File: src/rtl/ito_pkg.sv
// Purpose: Constants for the integrator, timer and over-current channel.
// Assumes: AHB-Lite word access, one channel.
// Notes: Ratio fields hold the ratio minus one.
package ito_pkg;
  localparam int AHB_DW = 32;
  localparam int AHB_AW = 32;
  localparam int OFF_W = 8;
  localparam logic [7:0] OFF_CTRL = 8'h00;
  localparam logic [7:0] OFF_SINC_DECIMATION_RATIO = 8'h04;
  localparam logic [7:0] OFF_INTEGRATOR_DECIMATION_RATIO = 8'h08;
  localparam logic [7:0] OFF_COSR = 8'h0C;
  localparam logic [7:0] OFF_UPPER = 8'h10;
  localparam logic [7:0] OFF_LOWER = 8'h14;
  localparam logic [7:0] OFF_DATA = 8'h18;
  localparam logic [7:0] OFF_IHOLD = 8'h1C;
  localparam logic [7:0] OFF_THOLD = 8'h20;
  localparam logic [7:0] OFF_CMP = 8'h24;
  localparam logic [7:0] OFF_STATUS = 8'h28;
  localparam logic [7:0] OFF_MASK = 8'h2C;
  localparam int CB_EN = 0;
  localparam int CB_TM = 1;
  localparam int CB_INTEGRATOR_MODE_SELECT = 2;
  localparam int CB_BYP = 3;
  localparam int SB_DATA = 0;
  localparam int SB_INT = 1;
  localparam int SB_HI = 2;
  localparam int SB_LO = 3;
  localparam logic [3:0] RST_CTRL = 4'h0;
  localparam logic [7:0] RST_SINC_DECIMATION_RATIO = 8'h0F;
  localparam logic [7:0] RST_INTEGRATOR_DECIMATION_RATIO = 8'h3F;
  localparam logic [7:0] RST_COSR = 8'h0F;
  localparam logic [15:0] RST_UPPER = 16'hFFFF;
  localparam logic [15:0] RST_LOWER = 16'h0000;
  localparam logic [3:0] RST_MASK = 4'h0;
  localparam logic [1:0] SINC_ORDER = 2'h2;
  localparam logic [1:0] HTRANS_NSQ = 2'h2;
  typedef enum logic [2:0] {
    ITO_IDLE = 3'b001,
    ITO_RD1 = 3'b010,
    ITO_RD2 = 3'b100
  } ito_bus_e;
endpackage : ito_pkg

File: src/rtl/ito_top.sv
// Purpose: One filter channel: sinc2 data path, integrator, timer, trip window.
// Assumes: Modulator clock, bit and sample-hold pins are synchronous to hclk.
// Notes: Registers on AHB-Lite; reads take one wait state.
// Notes on behaviour
// - S/H edge latches sum, count; restarts both.
// - Timer mode and integrator mode run together.
// - Integrator follows sinc filter or replaces it.
// - Bypass sums raw modulator bits directly.
// - High bit adds one, low bit subtracts one.
// - Filter settles after order times ratio periods.
// - Sixteen-bit upper and lower trip levels.
// - Order-two comparator at 16 spans 0..256.
// - Window exit raises fast over-current flag.
//
// Design decisions made here: the register addresses and the AHB-Lite interface to the registers.
`timescale 1ns/1ps
`default_nettype none
module ito_top #(
  parameter int SINC_W = 24,
  parameter int ACC_W = 32,
  parameter int TMR_W = 16
) (
  // Clock and reset.
  input wire logic hclk,
  input wire logic hresetn,
  // AHB-Lite slave.
  input wire logic hsel,
  input wire logic [ito_pkg::AHB_AW-1:0] haddr,
  input wire logic [1:0] htrans,
  input wire logic hwrite,
  input wire logic [2:0] hsize,
  input wire logic [ito_pkg::AHB_DW-1:0] hwdata,
  input wire logic hready,
  output logic hreadyout,
  output logic hresp,
  output logic [ito_pkg::AHB_DW-1:0] hrdata,
  // Modulator side.
  input wire logic modulator_clock_input,
  input wire logic modulator_bit_input,
  input wire logic sample_hold_input,
  // Events.
  output logic overcurrent_flag,
  output logic irq
);
  import ito_pkg::*;

  if (SINC_W < 17 || SINC_W > 32) begin : g_chk_sinc
    $error("SINC_W must be 17 to 32");
  end
  if (ACC_W <= SINC_W || ACC_W > 32) begin : g_chk_acc
    $error("ACC_W must exceed SINC_W and be at most 32");
  end
  if (TMR_W < 2 || TMR_W > 32) begin : g_chk_tmr
    $error("TMR_W must be 2 to 32");
  end

  ito_bus_e st_ff;
  ito_bus_e nxt_st;
  logic wr_ff;
  logic [7:0] daddr_ff;
  logic [3:0] ctrl_ff;
  logic [7:0] sinc_decimation_ratio_ff;
  logic [7:0] integrator_decimation_ratio_ff;
  logic [7:0] cosr_ff;
  logic [15:0] upper_ff;
  logic [15:0] lower_ff;
  logic [3:0] status_ff;
  logic [3:0] mask_ff;
  logic [31:0] rd_mux;
  logic acc_req;
  logic en;
  logic mclk_d_ff;
  logic sh_d_ff;
  logic tick;
  logic sh_edge;
  logic [SINC_W-1:0] sinc_out [2];
  logic [1:0] sinc_stb;
  logic [1:0] sinc_ok;
  logic signed [ACC_W-1:0] acc_ff;
  logic signed [ACC_W-1:0] ihold_ff;
  logic signed [ACC_W-1:0] term;
  logic [7:0] icnt_ff;
  logic istb_ff;
  logic add_en;
  logic [TMR_W-1:0] tmr_ff;
  logic [TMR_W-1:0] thold_ff;
  logic trip_hi;
  logic trip_lo;
  logic [3:0] ev;
  logic [9:0] tcnt_ff;

  assign en = ctrl_ff[CB_EN];
  assign hresp = 1'b0;
  assign hreadyout = (st_ff != ITO_RD1);
  assign acc_req = hsel && (htrans == HTRANS_NSQ) && hready;

  // Bus phase tracking; a read waits one cycle so hrdata comes from a flop.
  always_comb begin
    nxt_st = ITO_IDLE;
    unique case (st_ff)
      ITO_RD1: nxt_st = ITO_RD2;
      ITO_IDLE, ITO_RD2: nxt_st = (acc_req && !hwrite) ? ITO_RD1 : ITO_IDLE;
    endcase
  end

  always_ff @(posedge hclk or negedge hresetn) begin
    if (!hresetn) begin
      st_ff <= ITO_IDLE;
      wr_ff <= 1'b0;
      daddr_ff <= 8'h00;
    end else begin
      st_ff <= nxt_st;
      if (st_ff != ITO_RD1) begin
        wr_ff <= acc_req && hwrite;
        if (acc_req) begin
          daddr_ff <= haddr[7:0];
        end
      end
    end
  end

  always_comb begin
    case (daddr_ff)
      OFF_CTRL: rd_mux = 32'(ctrl_ff);
      OFF_SINC_DECIMATION_RATIO: rd_mux = 32'(sinc_decimation_ratio_ff);
      OFF_INTEGRATOR_DECIMATION_RATIO: rd_mux = 32'(integrator_decimation_ratio_ff);
      OFF_COSR: rd_mux = 32'(cosr_ff);
      OFF_UPPER: rd_mux = 32'(upper_ff);
      OFF_LOWER: rd_mux = 32'(lower_ff);
      OFF_DATA: rd_mux = 32'(sinc_out[0]);
      OFF_IHOLD: rd_mux = 32'(ihold_ff);
      OFF_THOLD: rd_mux = 32'(thold_ff);
      OFF_CMP: rd_mux = 32'(sinc_out[1]);
      OFF_STATUS: rd_mux = 32'(status_ff);
      OFF_MASK: rd_mux = 32'(mask_ff);
      default: rd_mux = 32'h0000_0000;
    endcase
  end

  always_ff @(posedge hclk or negedge hresetn) begin
    if (!hresetn) begin
      hrdata <= 32'h0000_0000;
    end else if (st_ff == ITO_RD1) begin
      hrdata <= rd_mux;
    end
  end

  always_ff @(posedge hclk or negedge hresetn) begin
    if (!hresetn) begin
      ctrl_ff <= RST_CTRL;
      sinc_decimation_ratio_ff <= RST_SINC_DECIMATION_RATIO;
      integrator_decimation_ratio_ff <= RST_INTEGRATOR_DECIMATION_RATIO;
      cosr_ff <= RST_COSR;
      upper_ff <= RST_UPPER;
      lower_ff <= RST_LOWER;
      mask_ff <= RST_MASK;
    end else if (wr_ff) begin
      case (daddr_ff)
        OFF_CTRL: ctrl_ff <= hwdata[3:0];
        OFF_SINC_DECIMATION_RATIO: sinc_decimation_ratio_ff <= hwdata[7:0];
        OFF_INTEGRATOR_DECIMATION_RATIO: integrator_decimation_ratio_ff <= hwdata[7:0];
        OFF_COSR: cosr_ff <= hwdata[7:0];
        OFF_UPPER: upper_ff <= hwdata[15:0];
        OFF_LOWER: lower_ff <= hwdata[15:0];
        OFF_MASK: mask_ff <= hwdata[3:0];
        default: ;
      endcase
    end
  end

  // Read clears status; an event in the same cycle survives the clear.
  always_ff @(posedge hclk or negedge hresetn) begin
    if (!hresetn) begin
      status_ff <= 4'h0;
    end else if (st_ff == ITO_RD1 && daddr_ff == OFF_STATUS) begin
      status_ff <= ev;
    end else begin
      status_ff <= status_ff | ev;
    end
  end

  assign irq = |(status_ff & mask_ff);

  always_ff @(posedge hclk or negedge hresetn) begin
    if (!hresetn) begin
      mclk_d_ff <= 1'b0;
      sh_d_ff <= 1'b0;
    end else begin
      mclk_d_ff <= modulator_clock_input;
      sh_d_ff <= sample_hold_input;
    end
  end

  assign tick = en && modulator_clock_input && !mclk_d_ff;
  assign sh_edge = en && sample_hold_input && !sh_d_ff;

  // Entry 0 is the data filter, entry 1 the comparator filter.
  for (genvar g = 0; g < 2; g++) begin : g_sinc
    logic [SINC_W-1:0] i1_ff, i2_ff, p2_ff, pd_ff, out_ff;
    logic [SINC_W-1:0] nxt_i1, nxt_i2, nxt_d1;
    logic [7:0] dec_ff;
    logic [7:0] rm1;
    logic [1:0] cnt_ff;
    logic stb_ff;
    assign rm1 = (g == 0) ? sinc_decimation_ratio_ff : cosr_ff;
    assign nxt_i1 = i1_ff + SINC_W'(modulator_bit_input);
    assign nxt_i2 = i2_ff + nxt_i1;
    assign nxt_d1 = nxt_i2 - p2_ff;
    always_ff @(posedge hclk or negedge hresetn) begin
      if (!hresetn) begin
        {i1_ff, i2_ff, p2_ff, pd_ff, out_ff} <= '0;
        dec_ff <= 8'h00;
        cnt_ff <= 2'h0;
        stb_ff <= 1'b0;
      end else if (!en) begin
        {i1_ff, i2_ff, p2_ff, pd_ff, out_ff} <= '0;
        dec_ff <= 8'h00;
        cnt_ff <= 2'h0;
        stb_ff <= 1'b0;
      end else begin
        stb_ff <= 1'b0;
        if (tick) begin
          i1_ff <= nxt_i1;
          i2_ff <= nxt_i2;
          if (dec_ff == rm1) begin
            dec_ff <= 8'h00;
            p2_ff <= nxt_i2;
            pd_ff <= nxt_d1;
            out_ff <= nxt_d1 - pd_ff;
            stb_ff <= 1'b1;
            // Output counts as settled after order decimations.
            if (cnt_ff != SINC_ORDER) begin
              cnt_ff <= cnt_ff + 2'h1;
            end
          end else begin
            dec_ff <= dec_ff + 8'h01;
          end
        end
      end
    end
    assign sinc_out[g] = out_ff;
    assign sinc_stb[g] = stb_ff;
    assign sinc_ok[g] = (cnt_ff == SINC_ORDER);
  end

  // Bypass feeds raw bits as +1/-1; otherwise settled sinc words.
  assign term = ctrl_ff[CB_BYP] ?
    (modulator_bit_input ? ACC_W'(1) : {ACC_W{1'b1}}) :
    $signed(ACC_W'(sinc_out[0]));
  assign add_en = ctrl_ff[CB_BYP] ? tick : (sinc_stb[0] && sinc_ok[0]);

  always_ff @(posedge hclk or negedge hresetn) begin
    if (!hresetn) begin
      acc_ff <= '0;
      ihold_ff <= '0;
      icnt_ff <= 8'h00;
      istb_ff <= 1'b0;
    end else begin
      istb_ff <= 1'b0;
      if (!en) begin
        acc_ff <= '0;
        icnt_ff <= 8'h00;
      end else if (ctrl_ff[CB_INTEGRATOR_MODE_SELECT]) begin
        if (sh_edge) begin
          ihold_ff <= acc_ff;
          acc_ff <= add_en ? term : '0;
          istb_ff <= 1'b1;
        end else if (add_en) begin
          acc_ff <= acc_ff + term;
        end
      end else if (add_en) begin
        if (icnt_ff == integrator_decimation_ratio_ff) begin
          ihold_ff <= acc_ff + term;
          acc_ff <= '0;
          icnt_ff <= 8'h00;
          istb_ff <= 1'b1;
        end else begin
          acc_ff <= acc_ff + term;
          icnt_ff <= icnt_ff + 8'h01;
        end
      end
    end
  end

  // Timer saturates rather than wrapping, so a stalled edge stays visible.
  always_ff @(posedge hclk or negedge hresetn) begin
    if (!hresetn) begin
      tmr_ff <= '0;
      thold_ff <= '0;
    end else if (!en || !ctrl_ff[CB_TM]) begin
      tmr_ff <= '0;
    end else if (sh_edge) begin
      thold_ff <= tmr_ff;
      tmr_ff <= tick ? TMR_W'(1) : '0;
    end else if (tick && tmr_ff != '1) begin
      tmr_ff <= tmr_ff + TMR_W'(1);
    end
  end

  assign trip_hi = sinc_out[1] > SINC_W'(upper_ff);
  assign trip_lo = sinc_out[1] < SINC_W'(lower_ff);

  always_ff @(posedge hclk or negedge hresetn) begin
    if (!hresetn) begin
      overcurrent_flag <= 1'b0;
    end else if (!en) begin
      overcurrent_flag <= 1'b0;
    end else if (sinc_stb[1] && sinc_ok[1]) begin
      overcurrent_flag <= trip_hi || trip_lo;
    end
  end

  assign ev[SB_DATA] = sinc_stb[0] && sinc_ok[0];
  assign ev[SB_INT] = istb_ff;
  assign ev[SB_HI] = sinc_stb[1] && sinc_ok[1] && trip_hi;
  assign ev[SB_LO] = sinc_stb[1] && sinc_ok[1] && trip_lo;

  // Helper for checks only: modulator ticks since enable.
  always_ff @(posedge hclk or negedge hresetn) begin
    if (!hresetn) begin
      tcnt_ff <= 10'h000;
    end else if (!en) begin
      tcnt_ff <= 10'h000;
    end else if (tick && tcnt_ff != 10'h3FF) begin
      tcnt_ff <= tcnt_ff + 10'h001;
    end
  end
endmodule : ito_top
`default_nettype wire

File: config.mk
export PLATFORM = sky130hd
export DESIGN_NAME = ito_top
export DESIGN_NICKNAME = d
export VERILOG_FILES = /design/src/rtl/ito_pkg.sv /design/src/rtl/ito_top.sv
export SDC_FILE = /design/constraint.sdc
export NUM_CORES = 1
export LEC_CHECK = 0
export BUFFER_PORTS_ARGS = -buffer_cell sky130_fd_sc_hd__buf_4
export CELL_PAD_IN_SITES_DETAIL_PLACEMENT = 2
export CELL_PAD_IN_SITES_GLOBAL_PLACEMENT = 2
export CORE_MARGIN = 4
export CORE_UTILIZATION = 41
export DETAILED_ROUTE_END_ITERATION = 8
export MAX_ROUTING_LAYER = met4
export PLACE_DENSITY = 0.8
export SYNTH_ARGS = -nofsm -noshare
export SYNTH_HDL_FRONTEND = slang
export SYNTH_SLANG_ARGS = --single-unit
File: constraint.sdc
create_clock -name hclk -period 13.6 [get_ports hclk]
set_clock_uncertainty 0.1 [all_clocks]
set_input_delay 2.04 -clock hclk [delete_from_list [all_inputs] [get_ports hclk]]
set_output_delay 2.04 -clock hclk [all_outputs]
set_load 0.02 [all_outputs]
==> results_dict.tcl <==
set metrics [dict create \
    grt_setup_unrepaired "false" \
    path_buf_inv 1 \
    fp-row-count 101 \
    wire_per_inst_um 23.1 \
    cts_hold_buf 0 \
    gr-total-overflow 0 \
    io_buffers 68 \
    vias 26555 \
    grt_usage_pct 26.3 \
    start_kind "input pin" \
    netlist.area_leader.share_pct 36.1 \
    power_density_nw_per_um2 128 \
    drive_above_1_share_pct 10.3 \
    syn_nets 3776 \
    clock-sinks 482 \
    clkPwrFrac_pct 37.0 \
    die-area_um2 80800 \
    synthFlopType "dfrtp_1" \
    slew_headroom_pct 18.9 \
    initial_core_util_pct 41.3 \
    antenna_found_initial 0 \
    htree_levels 2 \
    cts.path.max_buffers 3 \
    required_ns 14.00 \
    hold_ws_ns 0.344 \
    power.internal_mw 2.97 \
    pin_count 113 \
    fin_crit_sh_pct 64.7 \
    fin_nets 3787 \
    clk_pin_slew_ns 0.06 \
    cts_setup_buffers 0 \
    dpl.hpwl_um 74900 \
    synthCells 3480 \
    crit_type "input pin to flip-flop" \
    grt_pass1_wl_um 169000 \
    synth_top_family_by_area "compound AO/OA/AOI/OAI gates" \
    die_w_um 284 \
    die_h_um 284 \
    setup_viol 0 \
    drt_iter0_drc 1219 \
    cts_tree "done" \
    drv_cap 0 \
    post_cts_resized 0 \
    power.share.combinational_pct 25.7 \
    finalCriticalPeriod_ns 8.80 \
    synth-seq-area-share_pct 38.7 \
    numCtsBuffers 58 \
    synth.most_common_cell "nand2_1" \
    critPathCaptureType "flip-flop" \
    ys_top_cells_by_count "453 x nand2_1, 451 x dfrtp_1, 256 x o21ai_0, 212 x ha_1, 195 x inv_1" \
    avgSynthCellArea_um2 8.99 \
    fmax_ghz 0.114 \
    synthToLayoutAreaGrowth_pct 11.0 \
    hold_path_class "flip-flop to flip-flop" \
    status "complete, no violations" \
    synthArstFlopShare_pct 100 \
    worst_slew_pin_slew_ns 1.21 \
    power_frac_seq_pct 37.3 \
    worstSkewPairLatency_ns 0.66 \
    cp_max_fo 6 \
    synthXorXnorAreaFrac_pct 7.74 \
    max_stage_delay_ns 0.59 \
    slowest_stage "nor4_1" \
    synth-compound-area-share_pct 18.7 \
    p_leak_nw 16.3 \
    finalSetupTns_ns 0 \
    swShare_pct 33.2 \
    clockRootBuffer "clkbuf_16" \
    peakVddDrop_mv 0.102 \
    ant_nets 0 \
    via_per_inst 5.88 \
    synthTopCellsByArea "dfrtp_1 36%, ha_1 8.5%, nand2_1 5.4%" \
    power.switching_mw 1.47 \
    ys_types 99 \
    core_um2 75800 \
    drc_errors 0 \
    gp_congestion 0.926 \
    yosys_register_bits 482 \
    muxShareOfSynthArea_pct 3.99 \
    hold_violations 0 \
    drt-total-wl_um 104000 \
    arrival_ns 9.20 \
    critPathTopFamily "compound AO/OA/AOI/OAI gates" \
    maxSlewViolCount 0 \
    grt_pass1_vias 29623 \
    synth_top_area_cell "dfrtp_1" \
    grt_start_max_net_pins 185 \
    synthSimpleGateAreaFrac_pct 17.8 \
    firstDrtPassIters 7 \
    synthAdderAreaFrac_pct 8.93 \
    synth-edff-count 0 \
    cpMostUsedCell "ha_1" \
    ys_warn_count 0 \
    insertedDiodeCount 0 \
    syn_area_um2 31300 \
]
[cell usage in the layout, fill, tap and decap left out, types with 23 or more instances in the layout]
cell / count
nand2_1: 452
dfrtp_1: 449
o21ai_0: 255
ha_1: 212
inv_1: 195
nand3_1: 180
nor2_1: 177
a21oi_1: 149
xnor2_1: 146
xor2_1: 120
buf_4: 97
mux2_2: 93
a21boi_0: 73
a21o_1: 71
clkbuf_16: 58
nor3_1: 56
and2_1: 52
o21a_1: 46
and3_1: 44
a22oi_1: 39
nor2b_1: 36
a22o_1: 35
dfstp_2: 31
nand2b_1: 29
a31oi_1: 28
a221oi_1: 25
a211oi_1: 23
nand4_1: 23
[routing by layer]
| layer | vias to the layer above | global-route usage (%) | wire length, µm |
|---|---|---|---|
| met1 | 13631 | 32.3 | 45300 |
| li1 | 12343 | - | - |
| met4 | 0 | 8.84 | 3900 |
| met5 | - | - | 0 |
| met3 | 176 | 2.66 | 3040 |
| met2 | 405 | 45.4 | 51800 |
[metrics by stage]
stage / total power, mW / setup WS [ns] / std cells / util (%) / cell area [µm²]
after floorplan: 2.45 / 5.67 / 3480 / - / 31300
after global placement: 2.73 / 4.45 / 4409 / 43.2 / 32800
after detailed placement: 2.81 / 4.21 / 4409 / 43.2 / 32800
after CTS: 4.49 / 4.78 / 4515 / 45.8 / 34700
after global routing: 4.69 / 4.22 / 4515 / 45.8 / 34700
final: 4.45 / 4.80 / 4515 / 45.8 / 34700
[layout make-up]
type | instances | area, µm²
inverters | 196 | 736
clock inverters | 17 | 282
fillers | 8103 | 41100
repair buffers | 99 | 763
multi-input cells | 2654 | 17900
well taps | 978 | 1220
flip-flops and latches | 482 | 12100
clock buffers | 89 | 1700
[logic make-up after synthesis]
family / count (synthesis)
xor+xnor: 270
mux: 113
compound gates: 886
simple gates: 1165
other cells: 1
fa+ha+maj: 219
buf+inv: 344
flops: 482
[power by group through the flow]
stage	clock network, mW	registers, mW	logic [mW]
6_report	1.65	1.66	1.14
4_1_cts	1.69	1.66	1.15
2_1_floorplan	0	1.62	0.824
3_5_place_dp	0	1.68	1.13
3_3_place_gp	0	1.67	1.06
5_1_grt	1.75	1.67	1.28
[final timing paths]
kind                                           from                   end  slack, ns  cells past startpoint
min in group asynchronous                   hresetn            hrdata[27]       1.31                      1
worst max register to register   g_sinc[0].i1_ff[0]  g_sinc[0].out_ff[23]       6.08                     28
worst max-delay path            modulator_bit_input  g_sinc[0].out_ff[23]       4.80                     29
worst min-delay path                        istb_ff          status_ff[1]       0.34                      1
max in group asynchronous                   hresetn            ctrl_ff[0]       9.78                      3
worst min register to register              istb_ff          status_ff[1]       0.34                      1
[sequential cells by signal, summed over array words and instances (netlist names), 4 cells and up]
register	count
icnt_ff	8
mask_ff	4
status_ff	4
g_sinc.rm1	8
upper_ff	16
ihold_ff	32
tmr_ff	16
g_sinc.p2_ff	48
integrator_decimation_ratio_ff	8
g_sinc.i1_ff	48
daddr_ff	8
hrdata	32
g_sinc.i2_ff	48
g_sinc.cnt_ff	4
cosr_ff	8
g_sinc.out_ff	48
ctrl_ff	4
thold_ff	16
g_sinc.dec_ff	16
g_sinc.pd_ff	48
acc_ff	32
lower_ff	16
Power figures use the tool's default switching activity.
